[config.mk]
export PLATFORM = sky130hd
export DESIGN_NAME = lane_ratio_decode
export DESIGN_NICKNAME = d
export VERILOG_FILES = /design/src/rtl/lane_ratio_pkg.sv /design/src/rtl/pin_sync.sv /design/src/rtl/lane_ratio_decode.sv
export VERILOG_INCLUDE_DIRS = /design/src /design/src/rtl
export SDC_FILE = /design/constraint.sdc
export NUM_CORES = 1
export LEC_CHECK = 0
export BUFFER_PORTS_ARGS = -buffer_cell sky130_fd_sc_hd__clkbuf_2
export CAP_MARGIN = 20
export CORE_AREA = 2 2 79 81
export CTS_CLUSTER_DIAMETER = 150
export DETAILED_ROUTE_END_ITERATION = 7
export DIE_AREA = 0 0 81 83
export MAX_ROUTING_LAYER = met4
export PLACE_DENSITY_LB_ADDON = 0.15
export SETUP_SLACK_MARGIN = 0.05
export SYNTH_ARGS = -nofsm -noshare
export SYNTH_HDL_FRONTEND = slang
export SYNTH_HIERARCHICAL = 1
export SYNTH_SLANG_ARGS = --single-unit
[constraint.sdc]
create_clock -name clk_i -period 3.9 [get_ports clk_i]
set_clock_uncertainty 0.15 [all_clocks]
set_input_delay 0.585 -clock clk_i [delete_from_list [all_inputs] [get_ports clk_i]]
set_output_delay 0.585 -clock clk_i [all_outputs]
set_load 0.005 [all_outputs]
[src/rtl/lane_ratio_regs.svh]
// constants for byte-lane select, ratio strap and address parity logic
// assumes inclusion by the decode design file only
`ifndef LANE_RATIO_REGS_SVH
`define LANE_RATIO_REGS_SVH
`define LANES 4'd8
`define LANE_WIDTH 8
`define ADDR_HI 31
`define ADDR_PAR_LO 5
`define ADDR_LO 3
`define DATA_WIDTH 64
`define SEL_NONE 8'hff
// strap settles after the two sync stages flush
`define SYNC_STAGES 2
`define SETTLE_BITS 2
`define SETTLE_EDGES 2'h2
`define SETTLE_ONE 2'h1
`define STRAP_PULLED 3'h7
`define RATIO_2P5 3'h4
`define RATIO_3P0 3'h5
`define RATIO_3P5 3'h7
`define RATIO_4P0 3'h2
`define RATIO_4P5 3'h0
`define RATIO_5P0 3'h1
`define RATIO_5P5 3'h3
`define RATIO_6P0 3'h6
// ratio in half steps: 2.5x is 5
`define HALVES_2P5 4'h5
`define HALVES_3P0 4'h6
`define HALVES_3P5 4'h7
`define HALVES_4P0 4'h8
`define HALVES_4P5 4'h9
`define HALVES_5P0 4'ha
`define HALVES_5P5 4'hb
`define HALVES_6P0 4'hc
`endif

[src/rtl/lane_ratio_pkg.sv]
// types shared by the lane and ratio decode block
// assumes lane_ratio_regs.svh alongside
package lane_ratio_pkg;
  typedef enum logic [1:0]
  {
    CYC_IDLE = 2'h0,
    CYC_READ = 2'h1,
    CYC_WRITE = 2'h3,
    CYC_SPECIAL = 2'h2
  } cyc_kind_t;
  typedef logic [3:0] ratio_halves_t;
endpackage : lane_ratio_pkg

[src/rtl/pin_sync.sv]
// two-stage synchroniser for a group of pin inputs
// assumes a single clock and synchronous active-low reset
`timescale 1ns/10ps
module pin_sync #(
  parameter int WIDTH = 1,
  parameter logic [WIDTH-1:0] INIT = '0
) (
  input wire logic clk_i,
  input wire logic rstn_i,
  input wire logic [WIDTH-1:0] d_i,
  output logic [WIDTH-1:0] q_o
);
  logic [WIDTH-1:0] meta;

  always_ff @(posedge clk_i)
  begin
    if (!rstn_i)
    begin
      meta <= INIT;
      q_o <= INIT;
    end
    else
    begin
      meta <= d_i;
      q_o <= meta;
    end
  end
endmodule : pin_sync

[src/rtl/lane_ratio_decode.sv]
// byte-lane select driver, ratio strap decode and address parity
// assumes bus-clock clk_i; strap and address pins are asynchronous
`timescale 1ns/10ps
`include "lane_ratio_regs.svh"
module lane_ratio_decode (
  input wire logic clk_i,
  input wire logic rstn_i,
  input wire lane_ratio_pkg::cyc_kind_t cyc_kind_i,
  input wire logic cyc_start_i,
  input wire logic [7:0] lane_mask_i,
  input wire logic [7:0] special_code_i,
  input wire logic [`ADDR_HI:3] addr_out_i,
  input wire logic [2:0] core_ratio_strap_i,
  input wire logic strap_driven_i,
  input wire logic [`ADDR_HI:3] addr_pin_i,
  input wire logic addr_parity_bit_i,
  input wire logic addr_sample_i,
  output logic [7:0] byte_lane_sel_n_o,
  output logic addr_parity_bit_o,
  output lane_ratio_pkg::ratio_halves_t ratio_halves_o,
  output logic ratio_valid_o,
  output logic addr_parity_err_n_o
);
  import lane_ratio_pkg::*;

  logic [2:0] strap_pin;
  logic [2:0] strap_sync;
  logic [`ADDR_HI:3] addr_sync;
  logic par_sync;
  logic sample_sync;
  logic [7:0] next_sel_n;
  ratio_halves_t next_halves;
  logic par_fail;
  logic [`SETTLE_BITS-1:0] settle;
  logic settle_done;
  logic addr_ones;

  // -------------------------------------------------------------
  // elaboration checks on the shared constants
  // -------------------------------------------------------------
  // parity field must lie inside the driven address
  if (`ADDR_PAR_LO > `ADDR_HI || `ADDR_PAR_LO < `ADDR_LO)
  begin : g_bad_par_field
    $error("parity field outside address bus");
  end
  // eight selects of one byte each span the data bus
  if (`LANES * `LANE_WIDTH != `DATA_WIDTH)
  begin : g_bad_lanes
    $error("byte lanes do not span the data bus");
  end
  // a floating strap must decode to the default ratio
  if (`STRAP_PULLED != `RATIO_3P5)
  begin : g_bad_pull
    $error("pulled strap does not select default ratio");
  end
  // the strap must not be taken before the syncs flush
  if (`SETTLE_EDGES < `SYNC_STAGES)
  begin : g_bad_settle
    $error("strap latched before synchronisers flush");
  end
  // half-step ratios must fit the ratio output
  if ($bits(ratio_halves_t) != $bits(`HALVES_6P0))
  begin : g_bad_halves
    $error("half-step ratio width mismatch");
  end

  // -------------------------------------------------------------
  // strap pullups and pin synchronisers
  // -------------------------------------------------------------
  // undriven strap reads as all ones
  assign strap_pin = strap_driven_i ? core_ratio_strap_i
                                    : `STRAP_PULLED;

  pin_sync #(.WIDTH(3), .INIT(`STRAP_PULLED)) u_strap_sync (
    .clk_i(clk_i),
    .rstn_i(rstn_i),
    .d_i(strap_pin),
    .q_o(strap_sync)
  );

  pin_sync #(.WIDTH(`ADDR_HI - `ADDR_LO + 1)) u_addr_sync (
    .clk_i(clk_i),
    .rstn_i(rstn_i),
    .d_i(addr_pin_i),
    .q_o(addr_sync)
  );

  pin_sync #(.WIDTH(1)) u_par_sync (
    .clk_i(clk_i),
    .rstn_i(rstn_i),
    .d_i(addr_parity_bit_i),
    .q_o(par_sync)
  );

  pin_sync #(.WIDTH(1)) u_sample_sync (
    .clk_i(clk_i),
    .rstn_i(rstn_i),
    .d_i(addr_sample_i),
    .q_o(sample_sync)
  );

  // -------------------------------------------------------------
  // byte-lane selects
  // -------------------------------------------------------------
  always_comb
  begin
    next_sel_n = byte_lane_sel_n_o;
    if (cyc_start_i)
    begin
      case (cyc_kind_i)
        CYC_READ, CYC_WRITE:
        begin
          // active-high mask inverts onto the low-true selects
          next_sel_n = ~lane_mask_i;
        end
        CYC_SPECIAL:
        begin
          // special cycles pass their code through raw
          next_sel_n = special_code_i;
        end
        CYC_IDLE:
        begin
          next_sel_n = `SEL_NONE;
        end
        default:
        begin
          next_sel_n = `SEL_NONE;
        end
      endcase
    end
  end

  always_ff @(posedge clk_i)
  begin
    if (!rstn_i)
      byte_lane_sel_n_o <= `SEL_NONE;
    else
      byte_lane_sel_n_o <= next_sel_n;
  end

  // -------------------------------------------------------------
  // driven address parity
  // -------------------------------------------------------------
  always_ff @(posedge clk_i)
  begin
    if (!rstn_i)
      addr_parity_bit_o <= 1'b0;
    else if (cyc_start_i)
      addr_parity_bit_o <= ^addr_out_i[`ADDR_HI:`ADDR_PAR_LO];
  end

  // -------------------------------------------------------------
  // ratio decode
  // -------------------------------------------------------------
  always_comb
  begin
    case (strap_sync)
      `RATIO_2P5: next_halves = `HALVES_2P5;
      `RATIO_3P0: next_halves = `HALVES_3P0;
      `RATIO_3P5: next_halves = `HALVES_3P5;
      `RATIO_4P0: next_halves = `HALVES_4P0;
      `RATIO_4P5: next_halves = `HALVES_4P5;
      `RATIO_5P0: next_halves = `HALVES_5P0;
      `RATIO_5P5: next_halves = `HALVES_5P5;
      `RATIO_6P0: next_halves = `HALVES_6P0;
      default: next_halves = `HALVES_3P5;
    endcase
  end

  // edges since reset release, stops once the syncs have flushed
  assign settle_done = (settle == `SETTLE_EDGES);

  always_ff @(posedge clk_i)
  begin
    if (!rstn_i)
      settle <= '0;
    else if (!settle_done)
      settle <= settle + `SETTLE_ONE;
  end

  // ratio caught once, from the flushed strap sync
  always_ff @(posedge clk_i)
  begin
    if (!rstn_i)
      ratio_halves_o <= `HALVES_3P5;
    else if (settle_done && !ratio_valid_o)
      ratio_halves_o <= next_halves;
  end

  // later strap changes are ignored until the next reset
  always_ff @(posedge clk_i)
  begin
    if (!rstn_i)
      ratio_valid_o <= 1'b0;
    else if (settle_done)
      ratio_valid_o <= 1'b1;
  end

  // -------------------------------------------------------------
  // sampled address parity check
  // -------------------------------------------------------------
  // odd ones count over parity bit and line address is a fail
  assign addr_ones = ^{par_sync, addr_sync[`ADDR_HI:`ADDR_PAR_LO]};
  assign par_fail = sample_sync & addr_ones;

  always_ff @(posedge clk_i)
  begin
    if (!rstn_i)
      addr_parity_err_n_o <= 1'b1;
    else
      addr_parity_err_n_o <= ~par_fail;
  end
endmodule : lane_ratio_decode

==> results.py, run 1 <==
metrics = {
    "clocking": {
        "cts_root_buf": "clkbuf_8",
        "htreeDepth": 3,
        "cts.path.max_buffers": 2,
        "cts_tree": "done",
        "hold_buffers": 0,
        "ctsResizeCount": 0,
        "cts_buffers": 9,
        "clock_sinks": 81,
        "cts_setup_buffers": 0,
        "clock_latency_ns": 0.34,
        "cts.clk_slew.worst_paths_ns": 0.07,
    },
    "worst_hold_path": {
        "min-delay-start": "u_sample_sync/q_o$_SDFF_PN0_",
        "min_to": "addr_parity_err_n_o$_SDFF_PN1_",
        "whs_path_depth": 1,
        "hp-class": "register to register",
    },
    "worst_setup_path": {
        "crit_arrival_ns": 1.90,
        "crit_path_start_kind": "primary input",
        "path_class": "primary input to register",
        "reg2reg_depth": 5,
        "r2r_start": "settle[0]$_SDFFE_PN0P_",
        "critPathCaptureType": "register",
        "worstPathMaxFanout": 1,
        "r2r_slack_ns": 2.29,
        "crit_required_ns": 4.02,
        "r2r_end": "ratio_halves_o[1]$_SDFFE_PN1P_",
    },
    "sta": {
        "rsz0062_at_grt": "false",
        "worst_pin_slew_ns": 0.5899,
        "max_freq_ghz": 0.5621,
        "report.final.slew_viol_count": 0,
        "hold_viol_final": 0,
        "fin_crit_ns": 1.779,
        "setup_viol": 0,
        "post-route-period-util_pct": 45.62,
        "fin_setup_tns_ns": 0,
        "slew_headroom_pct": 60.68,
    },
    "die": {
        "core_area_mm2": 0.005816,
        "rows": 28,
        "die_x_um": 81,
        "die-area_mm2": 0.006723,
        "fp.dieH_um": 83,
        "pin_count": 100,
        "initial_utilization_pct": 50.95,
    },
    "outcome": {
        "status": "finished, final reports clean",
    },
    "pwr": {
        "p_leak_nw": 1.689,
        "power_density_mw_per_mm2": 503.0,
        "vdd_ir_drop_max_uv": 309.6,
    },
    "cells_and_area": {
        "areaGrowthSynthToFinish_pct": 24.79,
        "seqCellArea_mm2": 0.001622,
        "fillCellCount": 500,
        "multiInputGateArea_mm2": 0.001262,
        "drive_above_1_share_pct": 35.89,
        "final_cells": 440,
        "finalNetCount": 447,
        "antenna_cells": 0,
    },
    "logic_synthesis": {
        "syn_area_mm2": 0.002963,
        "synth_nets": 352,
        "syn_area_per_cell_um2": 11.18,
        "yosysWarningCount": 6,
        "syn_inst": 265,
    },
    "placed_design": {
        "gp_congestion": 0.6493,
        "io_buffers": 95,
        "place_hpwl_um": 3042,
        "placed_cells": 424,
    },
    "global_route": {
        "grt_pass1_vias": 1811,
        "grt_max_degree": 50,
        "grt_pass1_wl_um": 7058,
        "grt_usage_pct": 14.01,
        "grt-ovfl-total": 0,
        "antenna_found_initial": 0,
    },
    "drt": {
        "drc_errors": 0,
        "viasPerCell": 4.300,
        "drt-pass1-iter-count": 4,
        "antenna_left": 0,
        "drtIter0Drc": 29,
        "wirelength_um": 4136,
        "wl_per_cell_um": 9.400,
        "vias": 1892,
    },
    "flow_run": {
        "cap_violations": 0,
    },
}
-- critical path: stages --
cell,delay (ns)
clkbuf_2,0.09
xnor2_1,0.21
xnor2_1,0.15
xnor3_1,0.40
xnor3_1,0.36
o21ai_1,0.12
-- where the power goes --
part	internal, mW	leakage (nW)	switching [mW]
Combinational	0.186	0.904	0.105
Clock	0.380	0.116	0.284
Sequential	0.883	0.669	0.0222
-- flip-flops by register name, summed over array words and instances, names as in the netlist --
signal               cells
u_strap_sync/q_o         3
ratio_halves_o           4
byte_lane_sel_n_o        8
settle                   2
u_sample_sync/q_o        1
addr_parity_err_n_o      1
u_par_sync/meta          1
u_par_sync/q_o           1
ratio_valid_o            1
addr_parity_bit_o        1
u_strap_sync/meta        3
u_sample_sync/meta       1
u_addr_sync/q_o         27
u_addr_sync/meta        27
-- worst max path at each step --
stage	from	endpoint	depth (start not counted)
2_1_floorplan	addr_out_i[25]	addr_parity_bit_o$_SDFFE_PN0P_	5
3_3_place_gp	addr_out_i[25]	addr_parity_bit_o$_SDFFE_PN0P_	6
3_5_place_dp	addr_out_i[25]	addr_parity_bit_o$_SDFFE_PN0P_	6
4_1_cts	addr_out_i[25]	addr_parity_bit_o$_SDFFE_PN0P_	6
5_1_grt	addr_out_i[25]	addr_parity_bit_o$_SDFFE_PN0P_	6
6_report	addr_out_i[25]	addr_parity_bit_o$_SDFFE_PN0P_	6
-- per-layer routing --
metal | global-route usage (%) | part of all wire [%] | wire length (µm)
met1 | 13.26 | 41 | 1707
met2 | 24.57 | 49 | 2008
met3 | 4.891 | 9.1 | 375
met4 | 6.934 | 1.1 | 44
met5 | - | 0 | 0
-- cell type report --
type / instances / share of cell area [%]
clock inverter: 6 / 2.470
sequential: 81 / 43.86
multi-input combinational: 170 / 34.15
inverter: 2 / 0.2030
clock buffer: 10 / 3.723
tap: 75 / 2.538
timing repair buffer: 96 / 13.06
-- stage by stage --
step | total power, mW | hold WS, ns | util (%) | cell area, µm² | setup slack (ns)
2_1_floorplan | 1.141 | 0.2035 | - | 2963 | 1.958
3_3_place_gp | 1.214 | 0.2083 | 59.64 | 3468 | 1.815
3_5_place_dp | 1.222 | 0.2141 | 59.64 | 3468 | 1.756
4_1_cts | 1.889 | 0.2319 | 63.58 | 3697 | 2.115
5_1_grt | 1.955 | 0.2512 | 63.58 | 3697 | 2.051
6_report | 1.860 | 0.2274 | 63.58 | 3697 | 2.121
-- cells in the final DEF (no fill, tap or decap), drive strengths merged --
cell type    n
clkbuf     105
dfxtp       81
and2        60
xnor2       42
nand2       13
mux2i       11
nand2b      10
nor2         8
a21oi        8
xor2         4
xnor3        4
clkinv       4
inv          2
nand3b       2
ha           2
bufinv       2
o21ai        2
nor2b        1
o21a         1
nand3        1
o211a        1
buf          1
Power figures use the tool's default switching activity.
==> run 2, diff against run 1 <==
CORE_AREA = 2 2 82 84   (was 2 2 79 81)
DIE_AREA = 0 0 84 86   (was 0 0 81 83)
clock period = 1.8 ns   (was 3.9 ns; I/O delays follow)
==> run 2 against run 1 <==
  * First-iteration DRC count rose by 21%
  * Non-clock buffer count rose by 29
  * Routed wire length rose by 12%
  * Utilization fell by 0.53 points
  * Final area rose by 7.0%
  * Worst setup slack got worse by 1.9 ns
  * Critical path type is now register to register
  * Largest power group unchanged
==> results.py, run 2 (synthesis results as in run 1) <==
metrics = {
    "pwr": {
        "p_leak_nw": 1.798,
        "vdd_ir_drop_max_uv": 567.1,
        "power_density_mw_per_mm2": 976.1,
        "fin_total_pwr_mw": 3.863,
    },
    "die": {
        "initial_utilization_pct": 47.20,
        "fp.dieH_um": 86,
        "die_x_um": 84,
        "rows": 29,
        "die-area_mm2": 0.007224,
        "pin_count": 100,
        "core_area_mm2": 0.006277,
    },
    "clocking": {
        "htreeDepth": 3,
        "cts_setup_buffers": 0,
        "clock_latency_ns": 0.34,
        "cts.clk_slew.worst_paths_ns": 0.08,
        "cts_root_buf": "clkbuf_8",
        "clock_sinks": 81,
        "cts_tree": "done",
        "cts_buffers": 9,
        "ctsResizeCount": 0,
        "cts.path.max_buffers": 2,
        "hold_buffers": 28,
    },
    "drt": {
        "wl_per_cell_um": 9.856,
        "antenna_left": 0,
        "vias": 2034,
        "drc_errors": 0,
        "drt-pass1-iter-count": 4,
        "wirelength_um": 4642,
        "viasPerCell": 4.318,
        "drtIter0Drc": 35,
    },
    "placed_design": {
        "place_ws_ns": -0.0003902,
        "placed_area_mm2": 0.003491,
        "gp_congestion": 0.6758,
        "place_hpwl_um": 2899,
        "io_buffers": 95,
        "placed_cells": 427,
    },
    "worst_setup_path": {
        "crit_path_cell_trace": "xnor2_1, xnor2_1, xnor3_1, xnor3_1, nand3_1",
        "crit_slowest_cell": "xnor3_1",
        "path_class": "register to register",
        "crit_arrival_ns": 1.65,
        "crit_required_ns": 1.87,
        "critPathCaptureType": "register",
        "cp-startpoint": "u_addr_sync/q_o[26]$_SDFF_PN0_",
        "crit_path_start_kind": "register",
        "crit_family": "XOR/XNOR gates",
        "path_buf_inv": 0,
        "r2r_start": "u_addr_sync/q_o[26]$_SDFF_PN0_",
        "slowest_delay_ns": 0.42,
        "worstPathMaxFanout": 1,
    },
    "sta": {
        "fin_crit_ns": 1.585,
        "setup_viol": 0,
        "rsz0062_at_grt": "false",
        "slew_headroom_pct": 79.87,
        "max_freq_ghz": 0.6310,
        "worst_pin_slew_ns": 0.3020,
        "hold_viol_final": 0,
        "post-route-period-util_pct": 88.05,
        "report.final.slew_viol_count": 0,
        "fin_ws_ns": 0.2152,
    },
    "cells_and_area": {
        "final_cell_mix": "95 x clkbuf_2, 81 x dfxtp_1, 42 x xnor2_1, 41 x and2_1, 28 x dlygate4sd3_1",
        "reg_top3": "u_addr_sync/meta (27), u_addr_sync/q_o (27), byte_lane_sel_n_o (8)",
        "final_area_mm2": 0.003958,
        "drive_above_1_share_pct": 33.50,
        "layout_commonest_cell": "clkbuf_2",
        "finalNetCount": 476,
        "multiInputGateArea_mm2": 0.001262,
        "antenna_cells": 0,
        "areaGrowthSynthToFinish_pct": 33.57,
        "seqCellArea_mm2": 0.001622,
        "final_cells": 471,
        "fillCellCount": 511,
    },
    "global_route": {
        "grt_pass1_vias": 2050,
        "grt-ovfl-total": 0,
        "antenna_found_initial": 0,
        "grt_usage_pct": 14.64,
        "grt_pass1_wl_um": 8142,
        "grt_max_degree": 83,
    },
    "worst_hold_path": {
        "hp-class": "primary input to register",
        "min-delay-start": "addr_pin_i[16]",
    },
    "flow_run": {
        "cap_violations": 0,
    },
    "outcome": {
        "status": "finished, final reports clean",
    },
}
-- run 2: cell types whose count changed in the layout (fill, tap and decap cells not counted) --
cell / before / now
bufinv_16: 2 / 0
buf_12: 0 / 1
clkinv_4: 3 / 2
clkbuf_8: 10 / 9
inv_8: 0 / 2
dlygate4sd3_1: 0 / 28
inv_6: 0 / 2
-- run 2: worst reg2reg max path, stage by stage, from the launching register on --
cell and delay, ns:
dfxtp_1 0.31, xnor2_1 0.18, xnor2_1 0.13, xnor3_1 0.42
xnor3_1 0.21, nand3_1 0.07
-- run 2: layout make-up --
type | count | area share, %
Tap cell | 77 | 2.434
Timing Repair Buffer | 125 | 19.79
Inverter | 2 | 0.1897
Clock inverter | 7 | 1.581
Sequential cell | 81 | 40.97
Clock buffer | 9 | 3.130
Multi-Input combinational cell | 170 | 31.90
-- run 2: metrics by stage --
step | hold WS [ns] | util [%] | TNS (ns)
after global placement | 0.2091 | 55.61 | 0
after CTS | 0.002637 | 63.05 | 0
final | 0.02155 | 63.05 | 0
after global routing | 0.01908 | 63.05 | 0
after floorplan | 0.1930 | - | 0
after detailed placement | 0.2121 | 55.61 | -0.0003902
-- run 2: final timing paths --
kind / end / slack, ns / depth (start not counted)
hold / removal: u_addr_sync/meta[13]$_SDFF_PN0_ / 0.02 / 2
setup / recovery: addr_parity_err_n_o$_SDFF_PN1_ / 0.22 / 5
setup reg to reg: addr_parity_err_n_o$_SDFF_PN1_ / 0.22 / 5
hold reg to reg: addr_parity_err_n_o$_SDFF_PN1_ / 0.22 / 1
-- run 2: layer usage --
metal	share of wire (%)	track usage [%]	up-vias	routed length [µm]
li1	-	-	1073	-
met1	38	13.64	886	1779
met2	54	27.35	69	2504
met3	6.1	4.042	6	284
met4	1.6	7.625	0	73
met5	0	-	-	0
-- run 2: power by group --
group          internal [mW]  switching [mW]
sequential              1.91          0.0500
clock                  0.532           0.670
combinational          0.455           0.243
==> run 3, diff against run 2 <==
--- a/config.mk
+++ b/config.mk
@@ -14,5 +14,5 @@
 export DIE_AREA = 0 0 84 86
 export MAX_ROUTING_LAYER = met4
-export PLACE_DENSITY_LB_ADDON = 0.15
+export PLACE_DENSITY = 0.82
 export SETUP_SLACK_MARGIN = 0.05
 export SYNTH_ARGS = -nofsm -noshare
--- a/constraint.sdc
+++ b/constraint.sdc
@@ -3,3 +3,3 @@
 set_input_delay 0.27 -clock clk_i [delete_from_list [all_inputs] [get_ports clk_i]]
 set_output_delay 0.27 -clock clk_i [all_outputs]
-set_load 0.005 [all_outputs]
+set_load 0.1 [all_outputs]
==> run 3 against run 2 <==
  * Sequential share of layout area decreased by 0.72 points
  * Register-to-register slack worse by 0.06 ns
  * Non-clock buffer count is 1 higher
  * Routed wire length increased by 6.9%
  * Critical path type unchanged
  * Fmax is 3.4% lower
  * Worst setup slack lost 0.056 ns
  * Final cell count increased by 0.21%
  * Clock power is 21% higher
  * Final area is 1.9% higher
  * Worst hold slack improved by 0.014 ns
  * Largest cell class unchanged
  * Sequential power about the same
  * Die area unchanged
==> results.py, run 3 (synthesis results as in run 1) <==
metrics = {
    "cells_and_area": {
        "final_cell_mix": "95 x clkbuf_2, 80 x dfxtp_1, 41 x and2_1, 39 x xnor2_1, 29 x dlygate4sd3_1",
        "final_area_mm2": 0.004031,
        "antenna_cells": 0,
        "fillCellCount": 489,
        "areaGrowthSynthToFinish_pct": 36.06,
        "final_cells": 472,
        "layout_commonest_cell": "clkbuf_2",
        "finalNetCount": 477,
        "reg_top3": "u_addr_sync/meta (27), u_addr_sync/q_o (27), byte_lane_sel_n_o (8)",
        "drive_above_1_share_pct": 34.43,
    },
    "clocking": {
        "cts_tree": "done",
        "clock_latency_ns": 0.34,
        "htreeDepth": 3,
        "cts.path.max_buffers": 2,
        "clock_sinks": 81,
        "cts_root_buf": "clkbuf_8",
        "cts_buffers": 9,
        "cts.clk_slew.worst_paths_ns": 0.09,
        "cts_setup_buffers": 0,
    },
    "die": {
        "core_area_mm2": 0.006277,
        "pin_count": 100,
        "die_x_um": 84,
        "rows": 29,
        "initial_utilization_pct": 47.20,
        "fp.dieH_um": 86,
        "die-area_mm2": 0.007224,
    },
    "worst_setup_path": {
        "crit_path_cell_trace": "xnor2_2, xnor2_2, xnor3_1, xnor3_1, nand3_1",
        "slowest_delay_ns": 0.43,
        "r2r_slack_ns": 0.16,
        "crit_family": "XOR/XNOR gates",
        "critPathCaptureType": "register",
        "crit_required_ns": 1.87,
        "r2r_end": "addr_parity_err_n_o$_SDFF_PN1_",
        "crit_slowest_cell": "xnor3_1",
        "crit_arrival_ns": 1.71,
        "cp-startpoint": "u_addr_sync/q_o[19]$_SDFF_PN0_",
        "cp.depth": 5,
        "path_buf_inv": 0,
        "worstPathMaxFanout": 1,
        "reg2reg_depth": 5,
        "critPathCapture": "addr_parity_err_n_o$_SDFF_PN1_",
        "r2r_start": "u_addr_sync/q_o[19]$_SDFF_PN0_",
        "path_class": "register to register",
        "crit_path_start_kind": "register",
    },
    "pwr": {
        "p_sw_mw": 1.221,
        "vdd_ir_drop_max_uv": 776.0,
        "combPwrFrac_pct": 22.4,
        "pwr-share-seq_pct": 44.7,
        "power_density_mw_per_mm2": 1090,
        "clockPowerShare_pct": 33.0,
        "swShare_pct": 27.79,
        "p_int_mw": 3.173,
        "p_leak_nw": 1.831,
        "fin_total_pwr_mw": 4.394,
    },
    "drt": {
        "wl_per_cell_um": 10.51,
        "drc_errors": 0,
        "vias": 2076,
        "wirelength_um": 4963,
        "viasPerCell": 4.398,
        "drtIter0Drc": 58,
        "antenna_left": 0,
        "drt-pass1-iter-count": 4,
    },
    "sta": {
        "worst_pin_slew_ns": 0.5743,
        "post-route-period-util_pct": 91.15,
        "setup_viol": 0,
        "max_freq_ghz": 0.6095,
        "rsz0062_at_grt": "false",
        "hold_viol_final": 0,
        "whs_ns": 0.03539,
        "fin_setup_tns_ns": 0,
        "fin_crit_ns": 1.641,
        "report.final.slew_viol_count": 0,
        "slew_headroom_pct": 61.88,
    },
    "global_route": {
        "grt_pass1_wl_um": 8487,
        "grt-ovfl-total": 0,
        "grt_pass1_vias": 2094,
        "grt_max_degree": 83,
        "grt_usage_pct": 15.75,
        "antenna_found_initial": 0,
    },
    "placed_design": {
        "place_hpwl_um": 3105,
        "placed_area_mm2": 0.003491,
        "placed_cells": 427,
        "gp_congestion": 0.6818,
        "io_buffers": 95,
    },
    "worst_hold_path": {
        "hp-class": "primary input to register",
        "min-delay-start": "core_ratio_strap_i[0]",
    },
    "outcome": {
        "status": "finished, final reports clean",
    },
    "flow_run": {
        "cap_violations": 0,
    },
}
[run 3: worst register-to-register path, cell delays in order, from the launching register on]
cell and delay [ns]:
dfxtp_2 0.33, xnor2_2 0.20, xnor2_2 0.14, xnor3_1 0.43, xnor3_1 0.21, nand3_1 0.06
[run 3: area by class of cell]
type,count,area (µm²),area share (%)
Clock inverter,7,102.6,2.545
Timing Repair Buffer,126,793.3,19.68
Clock buffer,9,123.9,3.073
Inverter,2,7.507,0.1862
Tap cell,77,96.34,2.390
Sequential cell,81,1623,40.25
Multi-Input combinational cell,170,1285,31.87
[run 3: through the flow]
step / util, % / worst slack, ns
after global routing: 64.22 / 0.04775
after global placement: 55.61 / 0.04798
after detailed placement: 55.61 / -0.02019
after CTS: 63.84 / 0.1418
final: 64.22 / 0.1593
after floorplan: - / 0.08065
[run 3: layer usage]
metal  part of all wire [%]  wire length (µm)  up-vias  global-route usage [%]
li1                       -                 -     1075                       -
met1                     37              1837      919                   14.03
met2                     54              2702       76                   29.24
met3                    7.4               367        6                   5.197
met4                    1.1                55        0                   8.798
met5                      0                 0        -                       -
[run 3: how the worst min path moves through the flow]
| stage | end | depth (start not counted) | slack, ns |
|---|---|---|---|
| after detailed placement | addr_parity_err_n_o$_SDFF_PN1_ | 1 | 0.21 |
| after floorplan | u_strap_sync/meta[0]$_SDFF_PN1_ | 1 | 0.19 |
| after global routing | u_strap_sync/meta[0]$_SDFF_PN1_ | 3 | 0.03 |
| final | u_strap_sync/meta[0]$_SDFF_PN1_ | 3 | 0.04 |
| after global placement | addr_parity_err_n_o$_SDFF_PN1_ | 1 | 0.21 |
| after CTS | u_strap_sync/meta[0]$_SDFF_PN1_ | 3 | 0.008 |
[run 3: timing repair]
| action | CTS | global route |
|---|---|---|
| gates resized for setup | 0 | 4 |
| endpoints found under the setup margin | 0 | 1 |
| hold buffers | 29 | 0 |
| endpoints found under the hold margin | 29 | 0 |
[run 3: power by group through the flow]
| stage | registers, mW | logic [mW] | clock network (mW) |
|---|---|---|---|
| floorplan | 2.27 | 0.473 | 0 |
| global placement | 2.00 | 0.913 | 0 |
| detailed placement | 2.00 | 0.935 | 0 |
| CTS | 1.96 | 0.984 | 1.50 |
| global route | 1.98 | 1.06 | 1.58 |
| finish | 1.96 | 0.983 | 1.45 |
